**src/inc/sicp_consts.vh**
```
// Purpose: shared constants of the serial / two-wire configuration port
// Assumes: included by bare name from every design file but sicp_pin_sync
// Notes:   codes and counts only, no logic
`ifndef SICP_CONSTS_VH
`define SICP_CONSTS_VH

// mode-select codes, captured on the rise of ready
`define SICP_MODE_SERIAL  3'h5
`define SICP_MODE_TWIRE   3'h4
`define SICP_MODE_W       3

// two-wire slave address and direction bit value for a write
`define SICP_SLAVE_ADDR   7'h50
`define SICP_DIR_WRITE    1'h0

// frame length in bits, ack is the pulse after
`define SICP_FRAME_BITS   4'h8

// reset values of handshake pins
`define SICP_READY_RST    1'h0
`define SICP_DONE_RST     1'h0

// ready high pulse length, in ns and in ref_clk cycles at 8 ns
`define SICP_READY_NS     64
`define SICP_CLK_NS       8
`define SICP_READY_CYC    ((`SICP_READY_NS + `SICP_CLK_NS - 1) / `SICP_CLK_NS)

// restart pin low time, least, to count as a pulse
`define SICP_RESTART_NS   40
`define SICP_RESTART_CYC  ((`SICP_RESTART_NS + `SICP_CLK_NS - 1) / `SICP_CLK_NS)

`endif

```
**src/hw/sicp_pin_sync.v**
```verilog
// Purpose: three-stage synchroniser with agreement filter for one pin
// Assumes: input is asynchronous to clk
// Notes:   output changes when stages two and three agree
`timescale 1ns/10ps
`default_nettype none
module sicp_pin_sync #(
	parameter RST_VAL = 1'b1
) (
	input  wire clk,
	input  wire rst_n,
	input  wire pinIn,
	output reg  level_q
);
	reg s1_q;
	reg s2_q;
	reg s3_q;

	// first stage feeds only the second, reset value is a constant
	always @(posedge clk or negedge rst_n) begin
		if (!rst_n) begin
			s1_q    <= RST_VAL;
			s2_q    <= RST_VAL;
			s3_q    <= RST_VAL;
			level_q <= RST_VAL;
		end else begin
			s1_q <= pinIn;
			s2_q <= s1_q;
			s3_q <= s2_q;
			if (s2_q == s3_q)
				level_q <= s3_q;  // filters a single-sample glitch
		end
	end
endmodule // sicp_pin_sync
`default_nettype wire

```
**src/hw/sicp_shift_byte.v**
```verilog
// Purpose: msb-first byte assembler with a bit counter
// Assumes: shiftEn is a one-cycle pulse per captured bit
// Notes:   byteDone pulses with the eighth bit; clear restarts the count
`timescale 1ns/10ps
`default_nettype none
`include "sicp_consts.vh"
module sicp_shift_byte (
	input  wire       clk,
	input  wire       rst_n,
	input  wire       clear,
	input  wire       shiftEn,
	input  wire       bitIn,
	output reg  [7:0] byte_q,
	output reg  [3:0] count_q,
	output wire       byteDone
);
	assign byteDone = shiftEn && (count_q == (`SICP_FRAME_BITS - 4'h1));

	// shift left so the first bit lands in bit 7
	always @(posedge clk or negedge rst_n) begin
		if (!rst_n) begin
			byte_q  <= 8'h00;
			count_q <= 4'h0;
		end else if (clear) begin
			count_q <= 4'h0;
		end else if (shiftEn) begin
			byte_q  <= {byte_q[6:0], bitIn};
			count_q <= byteDone ? 4'h0 : count_q + 4'h1;
		end
	end
endmodule // sicp_shift_byte
`default_nettype wire

```
**src/hw/sicp_config_port.v**
```verilog
// Purpose: write-only configuration port, serial and two-wire slave links
// Assumes: ref_clk 125 MHz; link clocks far slower, sampled as data
// Notes:   bytes leave on cfgByte/cfgValid; no readback path exists
// Notes on behaviour
// - serial mode only takes bitstream writes, nothing is read back.
// - restart low pulse or power cycle begins a fresh configuration.
// - ready pulses high when programming allowed, low otherwise.
// - done high after success, low while incomplete or failed.
// - mode-select pins captured on ready rising edge, choose the port.
// - code 101 picks serial, code 100 picks two-wire.
// - cascade output driven only in serial mode when chained.
// - ports usable only when restart pin not reused as general I/O.
// - two-wire mode first tries internal flash boot after power-on.
// - two-wire mode accepts writes only, no identifier or status reads.
// - data line driven by device only for acknowledge bits.
// - start and stop conditions detected while clock line high.
// - slave address 1010000, clock up to 1.33 MHz.
// - bit after address is 0 for write, 1 for read.
// - every accepted frame answered by acknowledge driven 0.
// - frames are eight bits, most significant first.
// - ninth pulse carries acknowledge; release means no-acknowledge.
// - acknowledge driven in low phase before ninth pulse, held through.
// - data stable while clock high, changes only while low.
// - idle lines both high, nobody pulls them low.
`timescale 1ns/10ps
`default_nettype none
`include "sicp_consts.vh"
module sicp_config_port #(
	parameter READY_CYC = `SICP_READY_CYC
) (
	input  wire       ref_clk,
	input  wire       rst_n,
	input  wire       restartPin_n,
	input  wire       restartIsGpio,
	input  wire [2:0] modePins,
	input  wire       chainEn,
	input  wire       serClk,
	input  wire       serData,
	output reg        serCascade_q,
	input  wire       twScl,
	input  wire       twSdaIn,
	output wire       twSdaOut,
	output wire       twSdaOe,
	output reg        ready_q,
	output reg        done_q,
	output reg  [2:0] modeCap_q,
	input  wire       flashHasImage,
	input  wire       flashBootDone,
	input  wire       flashBootOk,
	output reg        flashBootReq_q,
	input  wire       cfgComplete,
	input  wire       cfgFail,
	output reg  [7:0] cfgByte_q,
	output reg        cfgValid_q
);
	// top-level states
	localparam ST_IDLE  = 3'h0;
	localparam ST_FLASH = 3'h1;
	localparam ST_READY = 3'h2;
	localparam ST_LOAD  = 3'h3;
	localparam ST_DONE  = 3'h4;
	localparam ST_FAIL  = 3'h5;
	// two-wire slave states
	localparam TW_IDLE = 3'h0;
	localparam TW_ADDR = 3'h1;
	localparam TW_AACK = 3'h2;
	localparam TW_DATA = 3'h3;
	localparam TW_DACK = 3'h4;
	localparam TW_SKIP = 3'h5;

	wire       restSync;
	wire       sclkSync;
	wire       dinSync;
	wire       sclSync;
	wire       sdaSync;
	reg        restPrev_q;
	reg        sclkPrev_q;
	reg        sclPrev_q;
	reg        sdaPrev_q;
	reg  [2:0] st_q;
	reg  [2:0] st_d;
	reg  [2:0] tw_q;
	reg  [2:0] tw_d;
	reg  [7:0] rdyCnt_q;
	reg        powerOn_q;
	reg        ackDrv_q;
	reg        ackDrv_d;
	reg        pushByte;
	wire       restartRise;
	wire       sclkRise;
	wire       sclRise;
	wire       sclFall;
	wire       twStart;
	wire       twStop;
	wire       serMode;
	wire       twMode;
	wire       loading;
	wire       serShift;
	wire       twShift;
	wire [7:0] serByte;
	wire [7:0] twByte;
	wire       serDone;
	wire       twDone;
	wire       twClear;

	// pin synchronisers, idle high for pulled-up pins
	sicp_pin_sync #(.RST_VAL(1'b1)) uRest (
		.clk     (ref_clk),
		.rst_n   (rst_n),
		.pinIn   (restartPin_n),
		.level_q (restSync)
	);
	sicp_pin_sync #(.RST_VAL(1'b0)) uSclk (
		.clk     (ref_clk),
		.rst_n   (rst_n),
		.pinIn   (serClk),
		.level_q (sclkSync)
	);
	sicp_pin_sync #(.RST_VAL(1'b1)) uDin (
		.clk     (ref_clk),
		.rst_n   (rst_n),
		.pinIn   (serData),
		.level_q (dinSync)
	);
	sicp_pin_sync #(.RST_VAL(1'b1)) uScl (
		.clk     (ref_clk),
		.rst_n   (rst_n),
		.pinIn   (twScl),
		.level_q (sclSync)
	);
	sicp_pin_sync #(.RST_VAL(1'b1)) uSda (
		.clk     (ref_clk),
		.rst_n   (rst_n),
		.pinIn   (twSdaIn),
		.level_q (sdaSync)
	);

	// edge history on filtered levels
	always @(posedge ref_clk or negedge rst_n) begin
		if (!rst_n) begin
			restPrev_q <= 1'b1;
			sclkPrev_q <= 1'b0;
			sclPrev_q  <= 1'b1;
			sdaPrev_q  <= 1'b1;
		end else begin
			restPrev_q <= restSync;
			sclkPrev_q <= sclkSync;
			sclPrev_q  <= sclSync;
			sdaPrev_q  <= sdaSync;
		end
	end

	// restart pulse counts only while the pin is still dedicated
	// rising end of the low pulse starts a new configuration
	assign restartRise = restSync && !restPrev_q && !restartIsGpio;
	assign sclkRise    = sclkSync && !sclkPrev_q;
	assign sclRise     = sclSync && !sclPrev_q;
	assign sclFall     = !sclSync && sclPrev_q;
	// data edges while clock high mark start and stop
	assign twStart     = sclSync && sclPrev_q && !sdaSync && sdaPrev_q;
	assign twStop      = sclSync && sclPrev_q && sdaSync && !sdaPrev_q;

	// decode of the captured mode code
	assign serMode = (modeCap_q == `SICP_MODE_SERIAL);
	assign twMode  = (modeCap_q == `SICP_MODE_TWIRE);
	// neither link works once the restart pin is general I/O
	assign loading = (st_q == ST_LOAD) && !restartIsGpio;

	// one bit per rising shift clock while loading
	assign serShift = loading && serMode && sclkRise;
	// sample data on the clock rise, where it is stable
	assign twShift  = loading && twMode && sclRise &&
	                  (tw_q == TW_ADDR || tw_q == TW_DATA);
	assign twClear  = twStart || twStop || !loading;

	// msb-first byte assembly for each link
	sicp_shift_byte uSerByte (
		.clk      (ref_clk),
		.rst_n    (rst_n),
		.clear    (!loading),
		.shiftEn  (serShift),
		.bitIn    (dinSync),
		.byte_q   (serByte),
		.count_q  (),
		.byteDone (serDone)
	);
	sicp_shift_byte uTwByte (
		.clk      (ref_clk),
		.rst_n    (rst_n),
		.clear    (twClear),
		.shiftEn  (twShift),
		.bitIn    (sdaSync),
		.byte_q   (twByte),
		.count_q  (),
		.byteDone (twDone)
	);

	// top-level sequencing
	always @* begin
		st_d = st_q;
		case (st_q)
		ST_IDLE: begin
			if (!restartIsGpio)
				st_d = ST_READY;
		end
		ST_FLASH: begin
			// flash attempt ends in done or falls back to the link
			if (flashBootDone)
				st_d = flashBootOk ? ST_DONE : ST_LOAD;
		end
		ST_READY: begin
			if (rdyCnt_q == 8'h00)
				st_d = (twMode && powerOn_q && flashHasImage) ?
				       ST_FLASH : ST_LOAD;
		end
		ST_LOAD: begin
			if (!serMode && !twMode)
				st_d = ST_FAIL;
			else if (cfgFail)
				st_d = ST_FAIL;
			else if (cfgComplete)
				st_d = ST_DONE;
		end
		ST_DONE: st_d = ST_DONE;
		ST_FAIL: st_d = ST_FAIL;
		default: st_d = ST_IDLE;
		endcase
		if (restartRise)
			st_d = ST_READY;
	end

	// state, ready pulse timing and mode capture
	always @(posedge ref_clk or negedge rst_n) begin
		if (!rst_n) begin
			st_q      <= ST_IDLE;
			rdyCnt_q  <= 8'h00;
			ready_q   <= `SICP_READY_RST;
			done_q    <= `SICP_DONE_RST;
			modeCap_q <= 3'h0;
			powerOn_q <= 1'b1;
			flashBootReq_q <= 1'b0;
		end else begin
			st_q <= st_d;
			// ready is a high pulse on entry to the ready state
			if (st_d == ST_READY && st_q != ST_READY) begin
				rdyCnt_q <= READY_CYC[7:0] - 8'h1;
				ready_q  <= 1'b1;
			end else if (st_q == ST_READY && rdyCnt_q != 8'h00) begin
				rdyCnt_q <= rdyCnt_q - 8'h1;
			end else begin
				ready_q <= 1'b0;
			end
			// capture mode pins on the rising edge of ready
			if (st_d == ST_READY && st_q != ST_READY)
				modeCap_q <= modePins;
			// done only after success, cleared on any restart
			done_q <= (st_d == ST_DONE);
			// flash boot only from power-on, not after a restart
			if (restartRise)
				powerOn_q <= 1'b0;
			else if (st_q == ST_FLASH && st_d != ST_FLASH)
				powerOn_q <= 1'b0;
			flashBootReq_q <= (st_d == ST_FLASH);
		end
	end

	// two-wire slave sequencing
	always @* begin
		tw_d     = tw_q;
		ackDrv_d = ackDrv_q;
		pushByte = 1'b0;
		case (tw_q)
		TW_IDLE: ;
		TW_ADDR: begin
			if (twDone) begin
				// read requests get no answer at all
				if ({twByte[6:0], sdaSync} ==
				    {`SICP_SLAVE_ADDR, `SICP_DIR_WRITE})
					tw_d = TW_AACK;
				else
					tw_d = TW_SKIP;
			end
		end
		TW_AACK, TW_DACK: begin
			// drive low after the eighth fall, before pulse nine
			if (sclFall && !ackDrv_q)
				ackDrv_d = 1'b1;
			else if (sclFall && ackDrv_q) begin
				// release after the ninth pulse ends
				ackDrv_d = 1'b0;
				tw_d     = TW_DATA;
			end
		end
		TW_DATA: begin
			if (twDone) begin
				tw_d     = TW_DACK;
				pushByte = 1'b1;
			end
		end
		TW_SKIP: ;
		default: tw_d = TW_IDLE;
		endcase
		if (twStart)
			tw_d = TW_ADDR;
		if (twStop || !(loading && twMode)) begin
			tw_d     = TW_IDLE;
			ackDrv_d = 1'b0;
		end
	end

	always @(posedge ref_clk or negedge rst_n) begin
		if (!rst_n) begin
			tw_q     <= TW_IDLE;
			ackDrv_q <= 1'b0;
		end else begin
			tw_q     <= tw_d;
			ackDrv_q <= ackDrv_d;
		end
	end

	// line driven only low, only for acknowledge
	assign twSdaOut = 1'b0;
	assign twSdaOe  = ackDrv_q;

	// byte output to the configuration core, write only
	always @(posedge ref_clk or negedge rst_n) begin
		if (!rst_n) begin
			cfgByte_q  <= 8'h00;
			cfgValid_q <= 1'b0;
		end else begin
			// serial bytes go one way, into the core
			cfgValid_q <= serDone || pushByte;
			if (serDone)
				cfgByte_q <= {serByte[6:0], dinSync};
			else if (pushByte)
				cfgByte_q <= {twByte[6:0], sdaSync};
		end
	end

	// cascade output only in serial mode with chaining on
	always @(posedge ref_clk or negedge rst_n) begin
		if (!rst_n)
			serCascade_q <= 1'b0;
		else if (serMode && chainEn && st_q == ST_DONE)
			serCascade_q <= dinSync;  // pass-through once this one is full
		else
			serCascade_q <= 1'b0;
	end
endmodule // sicp_config_port
`default_nettype wire

```
**config.mk**
```make
export PLATFORM = sky130hd
export DESIGN_NAME = sicp_config_port
export DESIGN_NICKNAME = d
export VERILOG_FILES = /design/src/hw/sicp_pin_sync.v /design/src/hw/sicp_shift_byte.v /design/src/hw/sicp_config_port.v
export VERILOG_INCLUDE_DIRS = /design/src /design/src/inc
export SDC_FILE = /design/constraint.sdc
export NUM_CORES = 1
export LEC_CHECK = 0
export BUFFER_PORTS_ARGS = -buffer_cell sky130_fd_sc_hd__buf_2
export CAP_MARGIN = 20
export CORE_UTILIZATION = 51
export DETAILED_ROUTE_END_ITERATION = 16
export PLACE_DENSITY = 0.78
export SKIP_CTS_REPAIR_TIMING = 1
export SKIP_LAST_GASP = 1
export SYNTH_ARGS = -nofsm -noshare
export SYNTH_HDL_FRONTEND = slang
export SYNTH_SLANG_ARGS = --single-unit
```
**constraint.sdc**
```tcl
create_clock -name ref_clk -period 5.65 [get_ports ref_clk]
set_clock_uncertainty 0.2 [all_clocks]
set_input_delay 0.2825 -clock ref_clk [delete_from_list [all_inputs] [get_ports ref_clk]]
set_output_delay 0.2825 -clock ref_clk [all_outputs]
set_load 0.02 [all_outputs]
```
==> impl_metrics.py <==
metrics = {
    "logic_synthesis": {
        "synth.cell_area_mm2": 0.003547,
        "synth_edf_count": 0,
        "async_flop_share": 1.000,
        "synthFlopType": "dfrtp_1",
        "yosys-top-cells-area": "dfrtp_1 41%, dfstp_2 15%, nand2_1 4.9%",
        "syn_nets": 325,
        "yosysUniqueCellTypes": 69,
        "synth_top_cell_area_share": 0.4092,
        "ys_ff_latch": 78,
        "yosys_warnings": 0,
        "syn_area_per_cell_um2": 11.63,
        "yosysTopAreaCell": "dfrtp_1",
        "ys_seq_area_frac": 0.5573,
        "syn_inst": 305,
    },
    "grt": {
        "grt_pass1_wl_um": 11190,
        "track_usage": 0.1975,
        "grt_max_degree": 79,
        "grt_pass1_vias": 2411,
        "grt-ovfl-total": 0,
        "grt_antenna_before_repair": 0,
    },
    "timing": {
        "period_share": 0.4679,
        "max_freq_mhz": 378.2,
        "max_slew_margin": 0.3650,
        "period_needed_ps": 2644,
        "tightest_slew_ps": 952.5,
        "hold_viol": 0,
        "setup_violations": 0,
        "rsz0062_at_grt": "no",
        "setup_tns_ps": 0,
        "finalHoldWorstSlack_ps": 112.4,
        "drv_slew": 0,
    },
    "worst_setup_path": {
        "reg2reg_slack_ps": 3010,
        "start_kind": "flip-flop",
        "critical_path_class": "reg2reg",
        "end_kind": "flip-flop",
        "required_ps": 5700,
        "cp_max_fo": 12,
        "worstPathArrival_ps": 2690,
    },
    "power_and_ir_drop": {
        "power.share.clock": 0.292,
        "power.switching_mw": 0.5087,
        "power.density_mw_per_mm2": 383.7,
        "ir_drop_v": 0.0002518,
        "seqPwrFrac": 0.465,
        "p_int_mw": 1.051,
        "power_leakage_nw": 1.823,
        "combPwrFrac": 0.243,
        "sw_frac_of_total": 0.3261,
    },
    "floorplanning": {
        "top_level_ports": 35,
        "core_mm2": 0.006756,
        "dieArea_mm2": 0.007292,
        "initial_utilization": 0.5250,
        "rows": 30,
        "chipWidth_um": 85.40,
        "die_h_um": 85.40,
    },
    "final_layout": {
        "drive_above_1_share": 0.2663,
        "final_common_cell": "dfrtp_1",
        "post-route-util": 0.6019,
        "stdcell_area_mm2": 0.004066,
        "area_delta_synth_final_pct": 14.64,
        "antennaDiodeCount": 0,
        "final_cell_mix": "58 x dfrtp_1, 46 x nand2_1, 33 x buf_2",
        "nets": 368,
    },
    "clocking": {
        "clk_pin_slew_ps": 80,
        "cts_max_path_buffers": 2,
        "clk_latency_ps": 350,
        "htree_levels": 3,
        "root_buffer": "clkbuf_8",
        "clock_sinks": 78,
        "cts_tree": "done",
        "cts_buffers": 9,
    },
    "route": {
        "drt_iter0_markers": 101,
        "wirelength_um": 6519,
        "drt-wirelength-per-cell_um": 15.06,
        "final_antenna_net_count": 0,
        "vias": 2421,
        "dr.pass1.iters": 5,
        "drc": 0,
        "viasPerCell": 5.591,
    },
    "placed_design": {
        "io_buffers": 33,
        "placed_area_mm2": 0.003745,
        "dp_hpwl_um": 4397,
        "place.gp.congestion": 0.8430,
    },
    "run_status": {
        "status": "completed",
    },
    "min_path": {
        "min_path_type": "in2reg",
    },
    "flow_run": {
        "maxCapViolations": 0,
    },
}
## area by class of cell
| class | count | area [um^2] |
|---|---|---|
| clock inverter | 5 | 63.81 |
| tap | 80 | 100.1 |
| inverter | 7 | 26.28 |
| multi-input combinational | 209 | 1474 |
| fill | 557 | 2690 |
| timing repair buffer | 43 | 262.8 |
| sequential | 78 | 1977 |
| clock buffer | 11 | 162.7 |
## kinds of logic after synthesis
| family | share of synthesized area |
|---|---|
| AOI/OAI and AO/OA | 0.09207 |
| xor gates and xnor gates | 0.02716 |
| adders and majority gates | 0.02469 |
| buffers and inverters | 0.02716 |
| DFF | 0.5573 |
| muxes | 0.05256 |
| other | 0.001057 |
| and+or+nand+nor | 0.2180 |
## cells in the mapped netlist, drive strengths merged (2+ instances only)
library cell	count
dfrtp	58
nand2	46
nor2	26
dfstp	20
mux2	10
buf	9
xor2	9
o21ai	8
a21oi	7
inv	7
mux2i	7
nand2b	6
nand3	6
maj3	5
nand4b	5
nor3	5
a22oi	4
nand3b	4
nor3b	4
nor4	4
and2	3
and3b	3
ha	3
o31ai	3
a41oi	2
and3	2
clkbuf	2
nand4bb	2
nor4b	2
o22ai	2
or2	2
or3	2
or3b	2
xnor2	2
## power groups by stage
stage / Combinational (mW) / Sequential (mW) / Clock [mW]
after global placement: 0.361 / 0.726 / 0
after CTS: 0.378 / 0.724 / 0.466
final: 0.379 / 0.726 / 0.455
after global routing: 0.421 / 0.737 / 0.491
after floorplan: 0.316 / 0.713 / 0
after detailed placement: 0.374 / 0.733 / 0
## worst paths after layout
check	to	start	cells after the start
min in group asynchronous	tw_q[2]	rst_n	2
max in group asynchronous	uSerByte.count_q[0]	rst_n	2
min	serCascade_q	chainEn	4
min reg2reg	uSclk.s2_q	uSclk.s1_q	0
max reg2reg	modeCap_q[0]	uRest.level_q	5
max	modeCap_q[0]	uRest.level_q	5
## worst max-delay path: stages, from the launching register on
cell	delay (ps)
dfstp_2	560
or3b_2	520
o31ai_1	110
a211oi_1	120
a2111oi_4	620
mux2_2	410
## metal layers
layer	vias up	routed length, um	share of wire	track usage
met4	0	104	0.016	0.08636
met5	-	0	0	0
met2	47	3254	0.50	0.3138
met1	1193	2928	0.45	0.2613
li1	1169	-	-	-
met3	12	232	0.036	0.04572
## registers in the layout, indices dropped and copies added, names as in the netlist, 3 cells and up
register and cells:
uTwByte.count_q 4, rdyCnt_q 8, st_q 3, uSerByte.count_q 4
tw_q 3, modeCap_q 3, cfgByte_q 8, uTwByte.byte_q 7
uSerByte.byte_q 7
## metrics by stage
| stage | setup WS [ps] | cells | total power [mW] |
|---|---|---|---|
| 2_1_floorplan | 3390 | 305 | 1.029 |
| 3_3_place_gp | 2947 | 407 | 1.087 |
| 3_5_place_dp | 2802 | 407 | 1.107 |
| 4_1_cts | 2783 | 423 | 1.569 |
| 5_1_grt | 2841 | 433 | 1.648 |
| 6_report | 3006 | 433 | 1.560 |
(Power assumes the default switching activity.)
